**src/hw/afei_pkg.sv**
```systemverilog
// afei_pkg: register map, field positions and timing for the audio event interrupt block
// assumes a 20 MHz core clock and an 8-bit register port of the surrounding device
package afei_pkg;
  localparam int unsigned                  CLOCK_HZ          = 20_000_000;
  localparam int unsigned                  PULSE_WIDTH_US    = 2000;  // typical 2 ms high time
  localparam int unsigned                  PULSE_PERIOD_US   = 4000;  // typical 4 ms repeat period
  localparam int unsigned                  PULSE_WIDTH_CYC   = (CLOCK_HZ / 1000) * PULSE_WIDTH_US / 1000;
  localparam int unsigned                  PULSE_PERIOD_CYC  = (CLOCK_HZ / 1000) * PULSE_PERIOD_US / 1000;
  localparam int unsigned                  TIMER_WIDTH       = 17;

  localparam logic [7:0]                   ADDR_STICKY       = 8'h2C;
  localparam logic [7:0]                   ADDR_RSVD_STICKY  = 8'h2D;
  localparam logic [7:0]                   ADDR_LIVE         = 8'h2E;
  localparam logic [7:0]                   ADDR_RSVD_LIVE    = 8'h2F;
  localparam logic [7:0]                   ADDR_FIRST_CTRL   = 8'h30;
  localparam logic [7:0]                   ADDR_SECOND_CTRL  = 8'h31;

  // sticky and live status bit positions
  localparam int unsigned                  BIT_SHORT_LEFT    = 7;
  localparam int unsigned                  BIT_SHORT_RIGHT   = 6;
  localparam int unsigned                  BIT_BUTTON        = 5;
  localparam int unsigned                  BIT_HEADSET       = 4;
  localparam int unsigned                  BIT_POWER_LEFT    = 3;
  localparam int unsigned                  BIT_POWER_RIGHT   = 2;
  localparam logic [7:0]                   STICKY_MASK       = 8'hFC;

  // control register bit positions
  localparam int unsigned                  CTL_INSERT_EN     = 7;
  localparam int unsigned                  CTL_BUTTON_EN     = 6;
  localparam int unsigned                  CTL_POWER_EN      = 5;
  localparam int unsigned                  CTL_SHORT_EN      = 3;
  localparam int unsigned                  CTL_OVERFLOW_EN   = 2;
  localparam int unsigned                  CTL_REPEAT        = 0;
  localparam logic [7:0]                   CTRL_WRITE_MASK   = 8'hED;
  localparam logic [7:0]                   CTRL_RESET        = 8'h00;
  localparam logic [7:0]                   BYTE_ZERO         = 8'h00;

  // overflow flag register kept elsewhere; its three flags are gathered here
  localparam logic [2:0]                   OVERFLOW_NONE     = 3'h0;

  localparam int unsigned                  NUM_OUTPUTS       = 2;

  typedef enum logic [1:0] {PULSE_IDLE, PULSE_HIGH, PULSE_LOW} afei_pulse_type;
endpackage : afei_pkg

```
**src/hw/afei_top.sv**
```systemverilog
// afei_top: sticky and live event flags, two interrupt control registers, two pulse outputs
// assumes event inputs are synchronous levels from the detectors and a simple
// byte register port (address, write strobe, read strobe, data) from the control bus slave
//
// Overview of operation
// - Left headphone or class-D short sets sticky bit 7.
// - Right headphone or class-D short sets sticky bit 6.
// - Headset button press sets sticky bit 5; reset value undefined.
// - Headset insertion or removal sets sticky bit 4; reset value undefined.
// - Left power strictly above compressor threshold sets sticky bit 3.
// - Right power above threshold sets sticky bit 2; bits 1..0 read zero.
// - Sticky flags read-only, cleared by reading, set again only by new events.
// - Live bits 7 and 6 show present left and right shorts, unlatched.
// - Live bit 4 one after insertion, zero after removal; bit 5 button state.
// - Live bits 3 and 2 high while channel power exceeds threshold.
// - Control bit 7 enables headset insertion source; reset clears it.
// - Control bit 6 enables button press source.
// - Control bit 5 enables compressor signal-power source.
// - Control bit 3 enables short-circuit source; bits 4 and 1 reserved.
// - Control bit 2 lets converter overflow raise the output.
// - Repeat bit zero: one active-high pulse of 2 ms per event.
// - Repeat bit one: 2 ms pulses every 4 ms until sticky register read.
// - Reading sticky register stops repeat pulse trains on both outputs.
// - Second output has its own independent control register.
// - Left, right and shifter overflow sticky flags form the overflow source.
`timescale 1ns/1ps
`default_nettype none

module afei_top
  import afei_pkg::*;
#(
  parameter int unsigned PULSE_WIDTH  = PULSE_WIDTH_CYC,
  parameter int unsigned PULSE_PERIOD = PULSE_PERIOD_CYC
) (
  // clock and reset
  input  wire logic       i_clock,
  input  wire logic       i_reset,
  // register port
  input  wire logic [7:0] i_reg_address,
  input  wire logic       i_reg_write,
  input  wire logic [7:0] i_reg_write_data,
  input  wire logic       i_reg_read,
  output var  logic [7:0] o_reg_read_data,
  // detector levels
  input  wire logic       i_short_left,
  input  wire logic       i_short_right,
  input  wire logic       i_button_pressed,
  input  wire logic       i_headset_present,
  input  wire logic       i_power_above_left,
  input  wire logic       i_power_above_right,
  // overflow event pulses
  input  wire logic       i_overflow_left,
  input  wire logic       i_overflow_right,
  input  wire logic       i_overflow_shifter,
  // interrupt pins
  output var  logic       o_first_interrupt_output,
  output var  logic       o_second_interrupt_output
);
  import afei_pkg::*;

  // register map seen from the host side
  //   0x2C sticky event flags, read clears them
  //   0x2D reserved, reads zero, writes dropped
  //   0x2E live detector levels, read only
  //   0x2F reserved, reads zero, writes dropped
  //   0x30 first output control, read and write
  //   0x31 second output control, read and write
  // anything else on the address bus reads zero
  //
  // sticky and live layout, bit 7 down to bit 2
  //   7 left driver short
  //   6 right driver short
  //   5 headset button
  //   4 headset insertion or removal
  //   3 left channel power above compressor threshold
  //   2 right channel power above compressor threshold
  //   1..0 reserved, always zero
  //
  // control layout, shared by both outputs
  //   7 insertion source enable
  //   6 button source enable
  //   5 signal-power source enable
  //   4 reserved, forced zero on write
  //   3 short-circuit source enable
  //   2 overflow source enable
  //   1 reserved, forced zero on write
  //   0 repeat mode select
  //
  // reserved control bits are masked on write so a
  // readback never shows a bit that has no effect

  // registers
  logic [7:0]                  sticky;
  logic [7:0]                  first_ctrl;
  logic [7:0]                  second_ctrl;
  logic [2:0]                  overflow_sticky;
  logic [5:0]                  live_prev;
  logic                        overflow_prev;
  logic [7:0]                  read_data;
  logic [NUM_OUTPUTS-1:0]      irq_pin;

  // live level vector in bit order 7..2
  logic [5:0] live_now;
  logic [5:0] rise;
  logic [5:0] fall;
  logic [7:0] live_byte;
  logic [7:0] event_byte;
  logic [7:0] next_sticky;
  logic       sticky_read;
  logic       overflow_event;
  logic [2:0] next_overflow;
  logic       insert_event;
  logic       first_ctrl_write;
  logic       second_ctrl_write;

  assign live_now = {i_short_left, i_short_right, i_button_pressed,
                     i_headset_present, i_power_above_left, i_power_above_right};
  assign rise     = live_now & ~live_prev;
  assign fall     = ~live_now & live_prev;
  assign live_byte = {live_now, 2'h0};

  // event detection notes
  // detectors deliver levels, so an event is a change
  // seen against the value of the previous cycle;
  // a level that stays high raises its flag only once,
  // which keeps a held short from flooding the host
  // headset presence counts in both directions for the
  // sticky flag, but only insertion feeds the outputs
  // live_prev clears in reset: a level already high at
  // release is taken as a fresh event one edge later
  // limitation: a glitch shorter than one clock period
  // is missed, the detectors must stretch their levels

  // events: rising edges, plus headset change in either direction
  assign event_byte[BIT_SHORT_LEFT]  = rise[5];
  assign event_byte[BIT_SHORT_RIGHT] = rise[4];
  assign event_byte[BIT_BUTTON]      = rise[3];
  assign event_byte[BIT_HEADSET]     = rise[2] | fall[2];
  assign event_byte[BIT_POWER_LEFT]  = rise[1];
  assign event_byte[BIT_POWER_RIGHT] = rise[0];
  assign event_byte[1:0]             = 2'h0;
  assign insert_event                = rise[2];

  // read clears, but an event in the same cycle wins
  assign sticky_read       = i_reg_read && (i_reg_address == ADDR_STICKY);
  assign first_ctrl_write  = i_reg_write && (i_reg_address == ADDR_FIRST_CTRL);
  assign second_ctrl_write = i_reg_write && (i_reg_address == ADDR_SECOND_CTRL);
  assign next_sticky = ((sticky_read ? BYTE_ZERO : sticky) | event_byte) & STICKY_MASK;

  // overflow notes
  // the converter flags live in a register outside this
  // block; only their union matters for the outputs
  // the local copies are sticky so a one-cycle overflow
  // pulse still leads to an interrupt pulse
  // a new pulse needs the copies cleared first, which the
  // sticky read does; until then further overflows are
  // folded into the pulse already given

  // overflow sticky flags held here, cleared by the same sticky read
  assign next_overflow  = (sticky_read ? OVERFLOW_NONE : overflow_sticky)
                          | {i_overflow_left, i_overflow_right, i_overflow_shifter};
  assign overflow_event = (|overflow_sticky) & ~overflow_prev;

  // event state and registers; the undefined reset of bits 5 and 4 is given zero here
  always_ff @(posedge i_clock) begin
    if (i_reset) begin
      sticky          <= BYTE_ZERO;
      live_prev       <= 6'h00;
      overflow_sticky <= OVERFLOW_NONE;
      overflow_prev   <= 1'b0;
      first_ctrl      <= CTRL_RESET;
      second_ctrl     <= CTRL_RESET;
    end else begin
      sticky          <= next_sticky;
      live_prev       <= live_now;
      overflow_sticky <= next_overflow;
      overflow_prev   <= |overflow_sticky;
      if (first_ctrl_write) begin
        first_ctrl <= i_reg_write_data & CTRL_WRITE_MASK;
      end
      if (second_ctrl_write) begin
        second_ctrl <= i_reg_write_data & CTRL_WRITE_MASK;
      end
    end
  end

  // read path notes
  // read data is registered and held until the next
  // read strobe, so the host may sample it late
  // the sticky value returned is the one before the
  // clear; an event in the read cycle stays set
  // and shows on the following read instead

  // read mux; reserved and unmapped addresses read zero
  logic [7:0] next_read_data;
  always_comb begin
    next_read_data = BYTE_ZERO;
    unique case (i_reg_address)
      ADDR_STICKY:      next_read_data = sticky;
      ADDR_LIVE:        next_read_data = live_byte;
      ADDR_FIRST_CTRL:  next_read_data = first_ctrl;
      ADDR_SECOND_CTRL: next_read_data = second_ctrl;
      default:          next_read_data = BYTE_ZERO;
    endcase
  end

  always_ff @(posedge i_clock) begin
    if (i_reset) begin
      read_data <= BYTE_ZERO;
    end else if (i_reg_read) begin
      read_data <= next_read_data;
    end
  end
  assign o_reg_read_data = read_data;

  // one pulse generator per interrupt output
  logic [7:0] ctrl_sel [NUM_OUTPUTS];
  assign ctrl_sel[0] = first_ctrl;
  assign ctrl_sel[1] = second_ctrl;

  // pulse generator notes
  // each output has its own state machine and timer
  // idle: timer held at zero, waiting for a trigger
  // high: pin high, timer counts up to width minus one
  // low: pin low in repeat mode, timer runs on to
  //      period minus one, then the next pulse starts
  // the timer runs from pulse start, so the period is
  // measured rising edge to rising edge
  // triggers while a pulse or train is under way are
  // dropped; the sticky flags still record them
  // a sticky read in the low phase ends the train at
  // once; one in the high phase is remembered and the
  // pulse in progress is finished at full width, so the
  // host never sees a runt pulse
  // clearing the repeat bit also ends a train after the
  // pulse in progress
  // the pin is the registered image of the next state,
  // so it matches the state register cycle for cycle

  genvar g;
  generate
    for (g = 0; g < NUM_OUTPUTS; g++) begin : gen_out
      logic [7:0]             ctl;
      logic                   trigger;
      afei_pulse_type         state;
      afei_pulse_type         next_state;
      logic [TIMER_WIDTH-1:0] timer;
      logic [TIMER_WIDTH-1:0] next_timer;
      logic                   width_done;
      logic                   period_done;
      logic                   stop_pending;
      logic                   next_stop_pending;
      logic                   pin;

      assign ctl     = ctrl_sel[g];
      // enabled new events combined by OR
      assign trigger = (ctl[CTL_INSERT_EN]   & insert_event)
                     | (ctl[CTL_BUTTON_EN]   & event_byte[BIT_BUTTON])
                     | (ctl[CTL_POWER_EN]    & (event_byte[BIT_POWER_LEFT]
                                              | event_byte[BIT_POWER_RIGHT]))
                     | (ctl[CTL_SHORT_EN]    & (event_byte[BIT_SHORT_LEFT]
                                              | event_byte[BIT_SHORT_RIGHT]))
                     | (ctl[CTL_OVERFLOW_EN] & overflow_event);

      // counter limits from clock rate; timer counts whole period from pulse start
      assign width_done  = (timer == TIMER_WIDTH'(PULSE_WIDTH - 1));
      assign period_done = (timer == TIMER_WIDTH'(PULSE_PERIOD - 1));

      always_comb begin
        next_state = state;
        next_timer = timer + TIMER_WIDTH'(1);
        unique case (state)
          PULSE_IDLE: begin
            next_timer = '0;
            if (trigger) begin
              next_state = PULSE_HIGH;
            end
          end
          PULSE_HIGH: begin
            if (width_done) begin
              next_state = (ctl[CTL_REPEAT] && !stop_pending) ? PULSE_LOW : PULSE_IDLE;
            end
          end
          PULSE_LOW: begin
            if (sticky_read || !ctl[CTL_REPEAT]) begin
              next_state = PULSE_IDLE;
              next_timer = '0;
            end else if (period_done) begin
              next_state = PULSE_HIGH;
              next_timer = '0;
            end
          end
          // unused state code falls back to idle
          default: begin
            next_state = PULSE_IDLE;
            next_timer = '0;
          end
        endcase
        // a read in the last cycle of the high phase of a train ends it after this pulse
        if (state == PULSE_HIGH && sticky_read && width_done) begin
          next_state = PULSE_IDLE;
        end
      end

      // read seen mid-pulse is held until the pulse ends;
      // a read in the trigger cycle is ignored since the
      // event that starts the pulse survives that read
      assign next_stop_pending = (state != PULSE_IDLE) && (next_state != PULSE_IDLE)
                               && (stop_pending || sticky_read);

      always_ff @(posedge i_clock) begin
        if (i_reset) begin
          state        <= PULSE_IDLE;
          timer        <= '0;
          stop_pending <= 1'b0;
          pin          <= 1'b0;
        end else begin
          state        <= next_state;
          timer        <= next_timer;
          stop_pending <= next_stop_pending;
          pin          <= (next_state == PULSE_HIGH);
        end
      end
      assign irq_pin[g] = pin;
    end
  endgenerate

  assign o_first_interrupt_output  = irq_pin[0];
  assign o_second_interrupt_output = irq_pin[1];
endmodule : afei_top

`default_nettype wire

```
**config.mk**
```make
export PLATFORM = sky130hd
export DESIGN_NAME = afei_top
export DESIGN_NICKNAME = d
export VERILOG_FILES = /design/src/hw/afei_pkg.sv /design/src/hw/afei_top.sv
export SDC_FILE = /design/constraint.sdc
export NUM_CORES = 1
export LEC_CHECK = 0
export ABC_AREA = 1
export BUFFER_PORTS_ARGS = -buffer_cell sky130_fd_sc_hd__buf_4
export CORE_ASPECT_RATIO = 0.75
export CORE_MARGIN = 8
export CORE_UTILIZATION = 35
export DETAILED_ROUTE_END_ITERATION = 10
export GPL_TIMING_DRIVEN = 0
export PLACE_DENSITY = 0.54
export SLEW_MARGIN = 40
export SYNTH_ARGS = -nofsm -noshare
export SYNTH_HDL_FRONTEND = slang
export SYNTH_SLANG_ARGS = --single-unit
export TNS_END_PERCENT = 10
```
**constraint.sdc**
```tcl
create_clock -name i_clock -period 4.5 [get_ports i_clock]
set_input_delay 0.675 -clock i_clock [delete_from_list [all_inputs] [get_ports i_clock]]
set_output_delay 0.675 -clock i_clock [all_outputs]
set_load 0.02 [all_outputs]
```
==> flow_metrics.py, run 1 <==
metrics = {
    "hold_path": {
        "min_path_cells": 1,
        "min_from": "gen_out[1].timer[0]",
        "hp-class": "flop to flop",
        "hold_end": "gen_out[1].timer[0]",
    },
    "place": {
        "dpl.hpwl_um": 7560,
        "place.gp.congestion": 0.867,
        "io_buffers": 34,
        "dp_slack_ns": 2.26,
    },
    "setup_path": {
        "r2r_cells": 9,
        "critPathTopFamily": "simple AND/OR/NAND/NOR gates",
        "crit_type": "input pin to flop",
        "worstPathCellList": "buf_4 > nand2_1 > nor3_1 > nand2_1 > o21ai_0 > a21oi_1 > o21ai_0 > nand2_1 > a21oi_1",
        "r2r_setup_slack_ns": 2.68,
        "slowest_delay_ns": 0.35,
        "cp_common_cell": "nand2_1",
        "slowest_stage": "o21ai_0",
        "start_kind": "input pin",
        "worst_r2r_endpoint": "gen_out[0].timer[14]",
        "crit_arrival_ns": 2.22,
        "crit_buf_inv": 1,
        "rr_startpoint": "gen_out[0].timer[0]",
        "worstPathRequired_ns": 4.76,
        "worstSetupEndpointType": "flop",
        "crit_path_max_fanout": 6,
    },
    "grt": {
        "grt_pass1_wl_um": 16200,
        "grt_overflow": 0,
        "antenna_found_initial": 0,
        "grt_max_degree": 14,
        "grt_usage_pct": 13.3,
        "grt_pass1_vias": 3420,
    },
    "synth": {
        "synth_cells": 554,
        "yosysTopAreaCellShare_pct": 39.3,
        "ys_seq_area_share_pct": 39.3,
        "synthFlopType": "dfxtp_1",
        "synth_cell_type_count": 39,
        "synth-async-reset-ratio_pct": 0,
        "synth_edf_count": 0,
        "yosys-top-cells-area": "dfxtp_1, nand2_1, nor2_1",
        "yosysWarnings": 0,
        "yosys_register_bits": 77,
        "yosysTopAreaCell": "dfxtp_1",
        "syn-cell-area_um2": 3930,
        "synth_area_per_cell_um2": 7.08,
        "syn_nets": 594,
    },
    "routing": {
        "dr_total_vias": 3607,
        "wl_met1_um": 5390,
        "dr_wl_met3_um": 428,
        "drt_first_pass_iters": 5,
        "topRoutingLayerUsed": "met4",
        "drtAntennaViolNets": 0,
        "post_drt_via_cell_ratio": 4.85,
        "drc": 0,
        "drtIter0Drc": 232,
        "wl_um": 9770,
        "met2_length_um": 3870,
        "post_drt_wl_per_cell_um": 13.1,
    },
    "clocking": {
        "cts.sinks": 77,
        "holdBufCountCts": 0,
        "cts_setup_buffers": 0,
        "numCtsBuffers": 9,
        "cts_resized": 0,
        "path_clk_slew_ns": 0.06,
        "cts_tree": "done",
        "htreeDepth": 3,
        "clk_latency_ns": 0.34,
        "cts_buffer_depth": 2,
        "cts_root_buf": "clkbuf_16",
    },
    "timing": {
        "fin_crit_sh_pct": 43.4,
        "whs_ns": 0.456,
        "layout_setup_ws_ns": 2.55,
        "rsz0062_at_grt": "false",
        "worst_slew_pin_slew_ns": 0.596,
        "final_max_slew_viol_count": 0,
        "fmax_ghz": 0.512,
        "maxSlewHeadroom_pct": 60.3,
        "period_needed_ns": 1.95,
        "setup-violations-final": 0,
        "fin_setup_tns_ns": 0,
        "finalHoldViolations": 0,
        "clock_skew_ns": 0.00697,
    },
    "power": {
        "powerDensity_nw_per_um2": 331,
        "irDropWorstVdd_uv": 229,
        "total_power_w": 0.00155,
        "leakagePower_nw": 1.85,
    },
    "die": {
        "start_util_pct": 35.9,
        "die_width_um": 138,
        "die_h_um": 108,
        "ios": 39,
        "core_um2": 10900,
        "rows": 33,
        "die_area_um2": 14900,
    },
    "finish": {
        "final_cell_mix": "nand2_1, nor2_1, inv_1",
        "diodes": 0,
        "area_growth_pct": 19.3,
        "fill_cells": 1127,
        "final_common_cell": "nand2_1",
        "nNetsFinal": 639,
        "finish.utilization_pct": 42.8,
        "drive_gt1_share_pct": 14.4,
    },
    "run_status": {
        "status": "finished clean",
    },
    "flow_run": {
        "drv_cap": 0,
    },
}
## how the worst max path moves through the flow
stage / end / cells past startpoint / start / slack, ns
final: o_reg_read_data[3] / 9 / i_reg_address[3] / 2.55
after global routing: first_ctrl[6] / 8 / i_reg_address[2] / 2.50
after CTS: gen_out[0].timer[14] / 10 / i_reg_address[6] / 2.62
after detailed placement: gen_out[0].timer[14] / 10 / i_reg_address[6] / 2.26
after global placement: gen_out[0].timer[14] / 10 / i_reg_address[6] / 2.24
after floorplan: gen_out[0].timer[14] / 7 / i_reg_read / 2.71
## cells by family (layout without fill, tap and decap cells)
group / after synthesis / count (layout) / share of synthesized area, %
other: 1 / 1 / 0.0955
XOR/XNOR: 9 / 9 / 2.01
adder cells (fa/ha/maj): 11 / 11 / 3.51
buffers and inverters: 92 / 142 / 9.50
AND/OR/NAND/NOR: 289 / 289 / 35.1
flip-flops: 77 / 77 / 39.3
AO/OA/AOI/OAI: 75 / 75 / 10.5
## per-stage QoR
stage / cells / cell area, µm²
floorplan: 554 / 3930
global placement: 728 / 4360
detailed placement: 728 / 4360
CTS: 744 / 4680
global route: 744 / 4680
finish: 744 / 4680
## power by group
group          internal [W]  switching [W]
Combinational     0.0000263      0.0000363
Sequential         0.000692     0.00000414
Clock              0.000502       0.000290
Total               0.00122       0.000330
## layout make-up
| class | instances | area [µm²] | share of cell area [%] |
|---|---|---|---|
| multi-input cells | 385 | 2010 | 42.9 |
| plain buffers | 10 | 65.1 | 1.39 |
| flip-flops and latches | 77 | 1540 | 32.9 |
| repair buffers | 34 | 255 | 5.45 |
| well taps | 140 | 175 | 3.74 |
| clock buffers | 11 | 243 | 5.18 |
| inverters | 82 | 308 | 6.57 |
| clock inverters | 5 | 83.8 | 1.79 |
## worst reg2reg max path, cell delays in order (launching register included)
cell and delay (ns):
dfxtp_1 0.37, ha_1 0.22, nand3_2 0.15, nor2_2 0.14
nand2_1 0.09, nor2_1 0.15, nor2_1 0.08, o21bai_4 0.26
buf_6 0.20, nor3_2 0.05
## cell usage after synthesis, types with 4 or more instances
| library cell | number |
|---|---|
| nand2_1 | 104 |
| nor2_1 | 87 |
| inv_1 | 81 |
| dfxtp_1 | 77 |
| a21oi_1 | 39 |
| nand3_1 | 30 |
| o21ai_0 | 24 |
| nor3_1 | 14 |
| nand4_1 | 12 |
| ha_1 | 11 |
| nor3b_1 | 7 |
| nand2_2 | 6 |
| clkbuf_1 | 5 |
| nand3_2 | 5 |
| nor2_4 | 5 |
| nor3_2 | 5 |
| xnor2_1 | 5 |
| nor2_2 | 4 |
| xor2_1 | 4 |
## per-layer routing
layer,track usage (%),vias to the layer above
li1,-,1865
met1,19.0,1681
met2,18.5,52
met3,4.01,9
met4,3.71,0
met5,0,-
## flip-flops by register name, summed over array words and instances, names as in the netlist, 3 cells and up
name             count
gen_out.ctl          6
gen_out.timer       34
overflow_sticky      3
gen_out.state        4
sticky               6
o_reg_read_data      7
first_ctrl           6
live_prev            6
No activity file was read; power rests on OpenSTA's default activity.
==> run 2: changes to the inputs <==
ABC_AREA = 0   (was 1)
PLACE_DENSITY = 0.56   (was 0.54)
clock period = 1.7 ns   (was 4.5 ns; I/O delays follow)
==> run 2 against run 1 <==
Combinational power grew to 2.8 times the previous value; largest power group unchanged; sequential cell count did not move; the flow now finishes with violations (setup timing); critical endpoint is now gen_out[0].stop_pending; worst hold slack got worse by 0.33 ns; routed wire length shrank 12%; clock-buffer cell count is 1 lower.
==> flow_metrics.py, run 2 <==
metrics = {
    "synth": {
        "synth_cells": 406,
        "synthFlopType": "dfxtp_1",
        "synth_top_family_by_area": "simple AND/OR/NAND/NOR gates",
        "yosysTopAreaCellShare_pct": 43.1,
        "synth-simple-area-share_pct": 27.4,
        "synth_edf_count": 0,
        "yosysWarnings": 0,
        "synth-async-reset-ratio_pct": 0,
        "yosys-top-cells-area": "dfxtp_1, nor2_1, xor2_1",
        "ys_seq_area_share_pct": 43.1,
        "synth_compound_area_share_pct": 13.3,
        "syn-cell-area_um2": 3570,
        "synth_fa_ha_area_share_pct": 3.85,
        "yosysTopAreaCell": "dfxtp_1",
        "syn_nets": 446,
        "synthTopCellsByCount": "dfxtp_1, nor2_1, nand2_1",
        "synthMuxAreaShare_pct": 1.96,
        "synth_cell_type_count": 55,
        "synth_most_common_cell": "dfxtp_1",
        "yosys_register_bits": 77,
        "synth_area_per_cell_um2": 8.80,
        "synth_xor_area_share_pct": 7.11,
    },
    "routing": {
        "drtAntennaViolNets": 0,
        "wl_um": 8590,
        "dr_total_vias": 3001,
        "post_drt_via_cell_ratio": 5.04,
        "drc": 0,
        "drt_first_pass_iters": 4,
        "post_drt_wl_per_cell_um": 14.4,
        "drtIter0Drc": 162,
    },
    "finish": {
        "largest_register_ffs": 34,
        "fill_cells": 982,
        "final_cell_mix": "dfxtp_1, nor2_1, buf_4",
        "final_common_cell": "dfxtp_1",
        "nNetsFinal": 494,
        "drive_gt1_share_pct": 22.9,
        "diodes": 0,
        "area_growth_pct": 28.0,
        "regMostFlops": "gen_out.timer",
    },
    "power": {
        "p_switching_w": 0.000878,
        "swShare_pct": 21.5,
        "seq_power_share_pct": 45.0,
        "power.internal_w": 0.00321,
        "powerDensity_nw_per_um2": 893,
        "leakagePower_nw": 1.63,
        "combPwrFrac_pct": 4.2,
        "irDropWorstVdd_uv": 535,
        "total_power_w": 0.00408,
        "power_frac_clock_pct": 50.7,
    },
    "die": {
        "die_h_um": 104,
        "die_area_um2": 13700,
        "ios": 39,
        "start_util_pct": 35.3,
        "die_width_um": 133,
        "rows": 32,
        "core_um2": 10100,
    },
    "grt": {
        "grt_pass1_vias": 2869,
        "antenna_found_initial": 0,
        "grt_max_degree": 15,
        "grt_pass1_wl_um": 14500,
        "grt_overflow": 0,
        "grt_usage_pct": 13.0,
    },
    "setup_path": {
        "worstSetupEndpointType": "flop",
        "start_kind": "flop",
        "worstPathRequired_ns": 1.93,
        "crit_type": "flop to flop",
        "crit_path_max_fanout": 6,
        "crit_arrival_ns": 2.07,
    },
    "timing": {
        "fin_crit_sh_pct": 108,
        "rsz0062_at_grt": "true",
        "setup-violations-final": 14,
        "final_max_slew_viol_count": 0,
        "clock_skew_ns": 0.00647,
        "layout_setup_ws_ns": -0.138,
        "fmax_ghz": 0.544,
        "worst_slew_pin_slew_ns": 0.610,
        "period_needed_ns": 1.84,
        "maxSlewHeadroom_pct": 59.4,
        "finalHoldViolations": 0,
    },
    "place": {
        "dpl.hpwl_um": 6360,
        "io_buffers": 34,
        "dp_slack_ns": -0.391,
        "place.gp.congestion": 0.840,
    },
    "clocking": {
        "clk_latency_ns": 0.34,
        "path_clk_slew_ns": 0.06,
        "cts_buffer_depth": 2,
        "cts_tree": "done",
        "holdBufCountCts": 0,
        "numCtsBuffers": 9,
        "cts.sinks": 77,
        "htreeDepth": 3,
        "cts_root_buf": "clkbuf_16",
    },
    "flow_run": {
        "drv_cap": 0,
    },
    "run_status": {
        "status": "complete, but fails checks",
        "violations": "setup timing",
    },
    "hold_path": {
        "hp-class": "input pin to flop",
    },
}
## run 2: cell types whose count changed in the layout (fill, tap and decap cells not counted), sizes merged, moves of 7 or more
cell	delta
nand3	-7
nor3	-15
mux2i	+7
nand2	-73
inv	-67
a22oi	+7
xor2	+14
a21oi	-11
and3	+9
nor2b	+9
o21ai	-18
nor2	-39
## run 2: kinds of logic after synthesis
group,Yosys count
other,1
AO/OA/AOI/OAI,68
XOR/XNOR,29
multiplexers,7
AND/OR/NAND/NOR,188
flip-flops,77
adder cells (fa/ha/maj),11
buffers and inverters,25
## run 2: final cells by class
cell class,count,area [µm²],share of cell area [%]
sequential,77,1570,34.3
multi-input combinational,304,2120,46.3
inverter,13,48.8,1.07
buffer,12,65.1,1.42
timing repair buffer,37,278,6.07
clock buffer,10,229,5.01
clock inverter,6,95.1,2.08
tap,136,170,3.72
## run 2: stage by stage
stage	setup TNS, ns	hold slack, ns	area [µm²]	std cells	util, %
finish	-0.862	0.129	4570	595	45.2
global route	-2.85	0.138	4570	595	45.2
global placement	-11.40	0.423	4010	576	39.6
floorplan	-0.0452	0.372	3590	406	-
CTS	-1.49	0.126	4540	595	44.8
detailed placement	-11.47	0.432	4010	576	39.6
## run 2: worst paths after layout
path                                     startpoint                       to  slack (ns)  cells after the start
worst max register to register  gen_out[0].timer[2]  gen_out[0].stop_pending       -0.14                      6
worst min register to register  gen_out[0].timer[0]      gen_out[0].timer[0]        0.44                      1
worst min-delay path               i_overflow_right       overflow_sticky[1]        0.13                      3
worst max-delay path            gen_out[0].timer[2]  gen_out[0].stop_pending       -0.14                      6
## run 2: timing repair
item,4_1_cts,5_1_grt
pin swaps,18,10
resized for setup,41,7
gates cloned,0,0
setup endpoints to repair,28,37
buffers inserted,3,0
## run 2: power by group through the flow
stage / clock (W) / sequential (W) / combinational [W]
3_3_place_gp: 0 / 0.00188 / 0.000166
2_1_floorplan: 0 / 0.00188 / 0.0000818
4_1_cts: 0.00211 / 0.00184 / 0.000173
5_1_grt: 0.00221 / 0.00184 / 0.000190
3_5_place_dp: 0 / 0.00188 / 0.000168
6_report: 0.00207 / 0.00184 / 0.000173
## run 2: routing by layer
layer	track usage, %	routed length (µm)
met1	18.3	4620
met2	18.4	3500
met3	3.62	376
met4	4.37	90
met5	0	0
## run 2: worst max-delay path, cell delays in order (launching register included)
cell and delay (ns):
dfxtp_1 0.38, and3_1 0.28, nand4_1 0.16, or2_4 0.31, a2111oi_4 0.32, nor2_1 0.08, o221a_1 0.20
==> run 3: changes to the inputs <==
CAP_MARGIN = 20   (was default)
REMOVE_ABC_BUFFERS = 1   (was default)
==> run 3 against run 2 <==
The run still ends with setup timing left; clock skew down 0.0018 ns; sequential share of layout area decreased by 0.35 points; sequential cell count did not move; sequential power barely moved; critical path type unchanged; largest cell class unchanged.
==> flow_metrics.py, run 3 (synthesized netlist as in run 2, its figures left out) <==
metrics = {
    "clocking": {
        "cts.sinks": 77,
        "numCtsBuffers": 9,
        "clk_latency_ns": 0.33,
        "cts_root_buf": "clkbuf_16",
        "cts_tree": "done",
        "cts_buffer_depth": 2,
        "htreeDepth": 3,
        "holdBufCountCts": 0,
        "path_clk_slew_ns": 0.06,
    },
    "die": {
        "die_width_um": 133,
        "core_um2": 10100,
        "die_h_um": 104,
        "die_area_um2": 13700,
        "start_util_pct": 35.3,
        "ios": 39,
        "rows": 32,
    },
    "place": {
        "io_buffers": 35,
        "dpl.hpwl_um": 5790,
        "place.gp.congestion": 0.804,
    },
    "routing": {
        "drt_first_pass_iters": 4,
        "drtAntennaViolNets": 0,
        "drc": 0,
        "post_drt_wl_per_cell_um": 14.4,
        "wl_um": 8500,
        "post_drt_via_cell_ratio": 5.03,
        "drtIter0Drc": 157,
        "dr_total_vias": 2965,
    },
    "setup_path": {
        "worst_r2r_endpoint": "gen_out[0].stop_pending",
        "r2r_cells": 7,
        "worstPathRequired_ns": 1.92,
        "start_kind": "flop",
        "worstPathCellList": "nor4_4 > buf_4 > and4_4 > a211oi_4 > a2111oi_4 > nor2_1 > o221a_1",
        "rr_startpoint": "gen_out[0].timer[14]",
        "crit_path_max_fanout": 3,
        "worstSetupEndpointType": "flop",
        "slowest_stage": "a2111oi_4",
        "slowest_delay_ns": 0.36,
        "worstSetupEndpoint": "gen_out[0].stop_pending",
        "r2r_setup_slack_ns": -0.19,
        "critical_path.startpoint": "gen_out[0].timer[14]",
        "crit_arrival_ns": 2.11,
        "crit_type": "flop to flop",
    },
    "grt": {
        "antenna_found_initial": 0,
        "grt_max_degree": 42,
        "grt_overflow": 0,
        "grt_pass1_wl_um": 14000,
        "grt_pass1_vias": 2900,
        "grt_usage_pct": 12.4,
    },
    "power": {
        "swShare_pct": 20.8,
        "total_power_w": 0.00403,
        "leakagePower_nw": 1.62,
        "power.internal_w": 0.00320,
        "combPwrFrac_pct": 4.1,
        "power_frac_clock_pct": 50.2,
        "seq_power_share_pct": 45.7,
        "irDropWorstVdd_uv": 654,
        "powerDensity_nw_per_um2": 876,
        "p_switching_w": 0.000838,
    },
    "finish": {
        "fill_cells": 976,
        "drive_gt1_share_pct": 25.3,
        "finish.utilization_pct": 45.5,
        "final_common_cell": "dfxtp_1",
        "regMostFlops": "gen_out.timer",
        "largest_register_ffs": 34,
        "final_cell_mix": "dfxtp_1, nor2_1, buf_4",
        "diodes": 0,
        "nNetsFinal": 489,
        "area_growth_pct": 28.9,
    },
    "run_status": {
        "status": "complete, but fails checks",
        "violations": "setup timing",
    },
    "timing": {
        "clock_skew_ns": 0.00472,
        "period_needed_ns": 1.89,
        "rsz0062_at_grt": "true",
        "final_max_slew_viol_count": 0,
        "finalHoldViolations": 0,
        "fin_crit_sh_pct": 111,
        "fmax_ghz": 0.529,
        "setup-violations-final": 22,
        "layout_setup_ws_ns": -0.192,
    },
    "hold_path": {
        "hp-class": "input pin to flop",
        "min_from": "i_overflow_shifter",
    },
    "flow_run": {
        "drv_cap": 0,
    },
}
==> run 3: changes by cell type in the layout (fill, tap and decap cells not counted), moves of 3 or more <==
cell,delta
a21oi_2,+3
clkbuf_1,-3
and3_1,-3
a21oi_1,-3
buf_2,-4
buf_4,+5
==> run 3: routing by layer <==
layer	track usage, %	up-vias	wire, µm	share of wire, %
met2	17.7	50	3730	44
met4	4.53	0	69	0.81
met1	17.2	1404	4380	52
li1	-	1505	-	-
met3	3.86	6	321	3.8
met5	0	-	0	0
==> run 3: worst min-delay path by stage <==
stage,to,slack (ns),depth (start not counted)
after floorplan,first_ctrl[0],0.32,1
after global placement,gen_out[0].timer[0],0.43,1
after detailed placement,gen_out[0].timer[0],0.44,1
after CTS,overflow_sticky[0],0.12,3
after global routing,overflow_sticky[1],0.13,3
final,overflow_sticky[0],0.13,3
==> run 3: power by group through the flow <==
| stage | Clock [W] | Sequential [W] | Combinational (W) |
|---|---|---|---|
| floorplan | 0 | 0.00188 | 0.0000595 |
| global placement | 0 | 0.00188 | 0.000153 |
| detailed placement | 0 | 0.00188 | 0.000157 |
| CTS | 0.00208 | 0.00184 | 0.000161 |
| global route | 0.00216 | 0.00184 | 0.000183 |
| finish | 0.00203 | 0.00184 | 0.000165 |
==> run 3: worst max-delay path, delay by kind of cell (launching register included) <==
family          cells  cell delay [ns]
compound gates      3             0.66
buf+inv             1             0.15
flops               1             0.35
simple gates        3             0.62
==> run 3: through the flow <==
| stage | worst slack (ns) | std cells | instance area, µm² | setup TNS, ns | hold slack [ns] |
|---|---|---|---|---|---|
| 5_1_grt | -0.272 | 590 | 4610 | -4.30 | 0.128 |
| 4_1_cts | -0.111 | 588 | 4480 | -0.313 | 0.117 |
| 3_3_place_gp | -1.14 | 565 | 3940 | -33.19 | 0.428 |
| 3_5_place_dp | -0.562 | 566 | 3950 | -23.12 | 0.437 |
| 2_1_floorplan | -0.304 | 394 | 3510 | -3.26 | 0.324 |
| 6_report | -0.192 | 590 | 4610 | -1.37 | 0.127 |
==> run 3: what timing repair did <==
item                                    in CTS  in global routing
pin swaps                                   19                 27
gates resized for setup                     42                 22
endpoints found under the setup margin      42                 57
buffers inserted                             6                  2
==> run 3: area by class of cell <==
type                            instances  area [µm²]  area share, %
Clock buffer                           11         233           5.05
Clock inverter                          5        85.1           1.85
Inverter                               13        48.8           1.06
Multi-Input combinational cell        304        2180           47.2
Sequential cell                        77        1560           33.9
Tap cell                              136         170           3.69
Timing Repair Buffer                   44         330           7.17
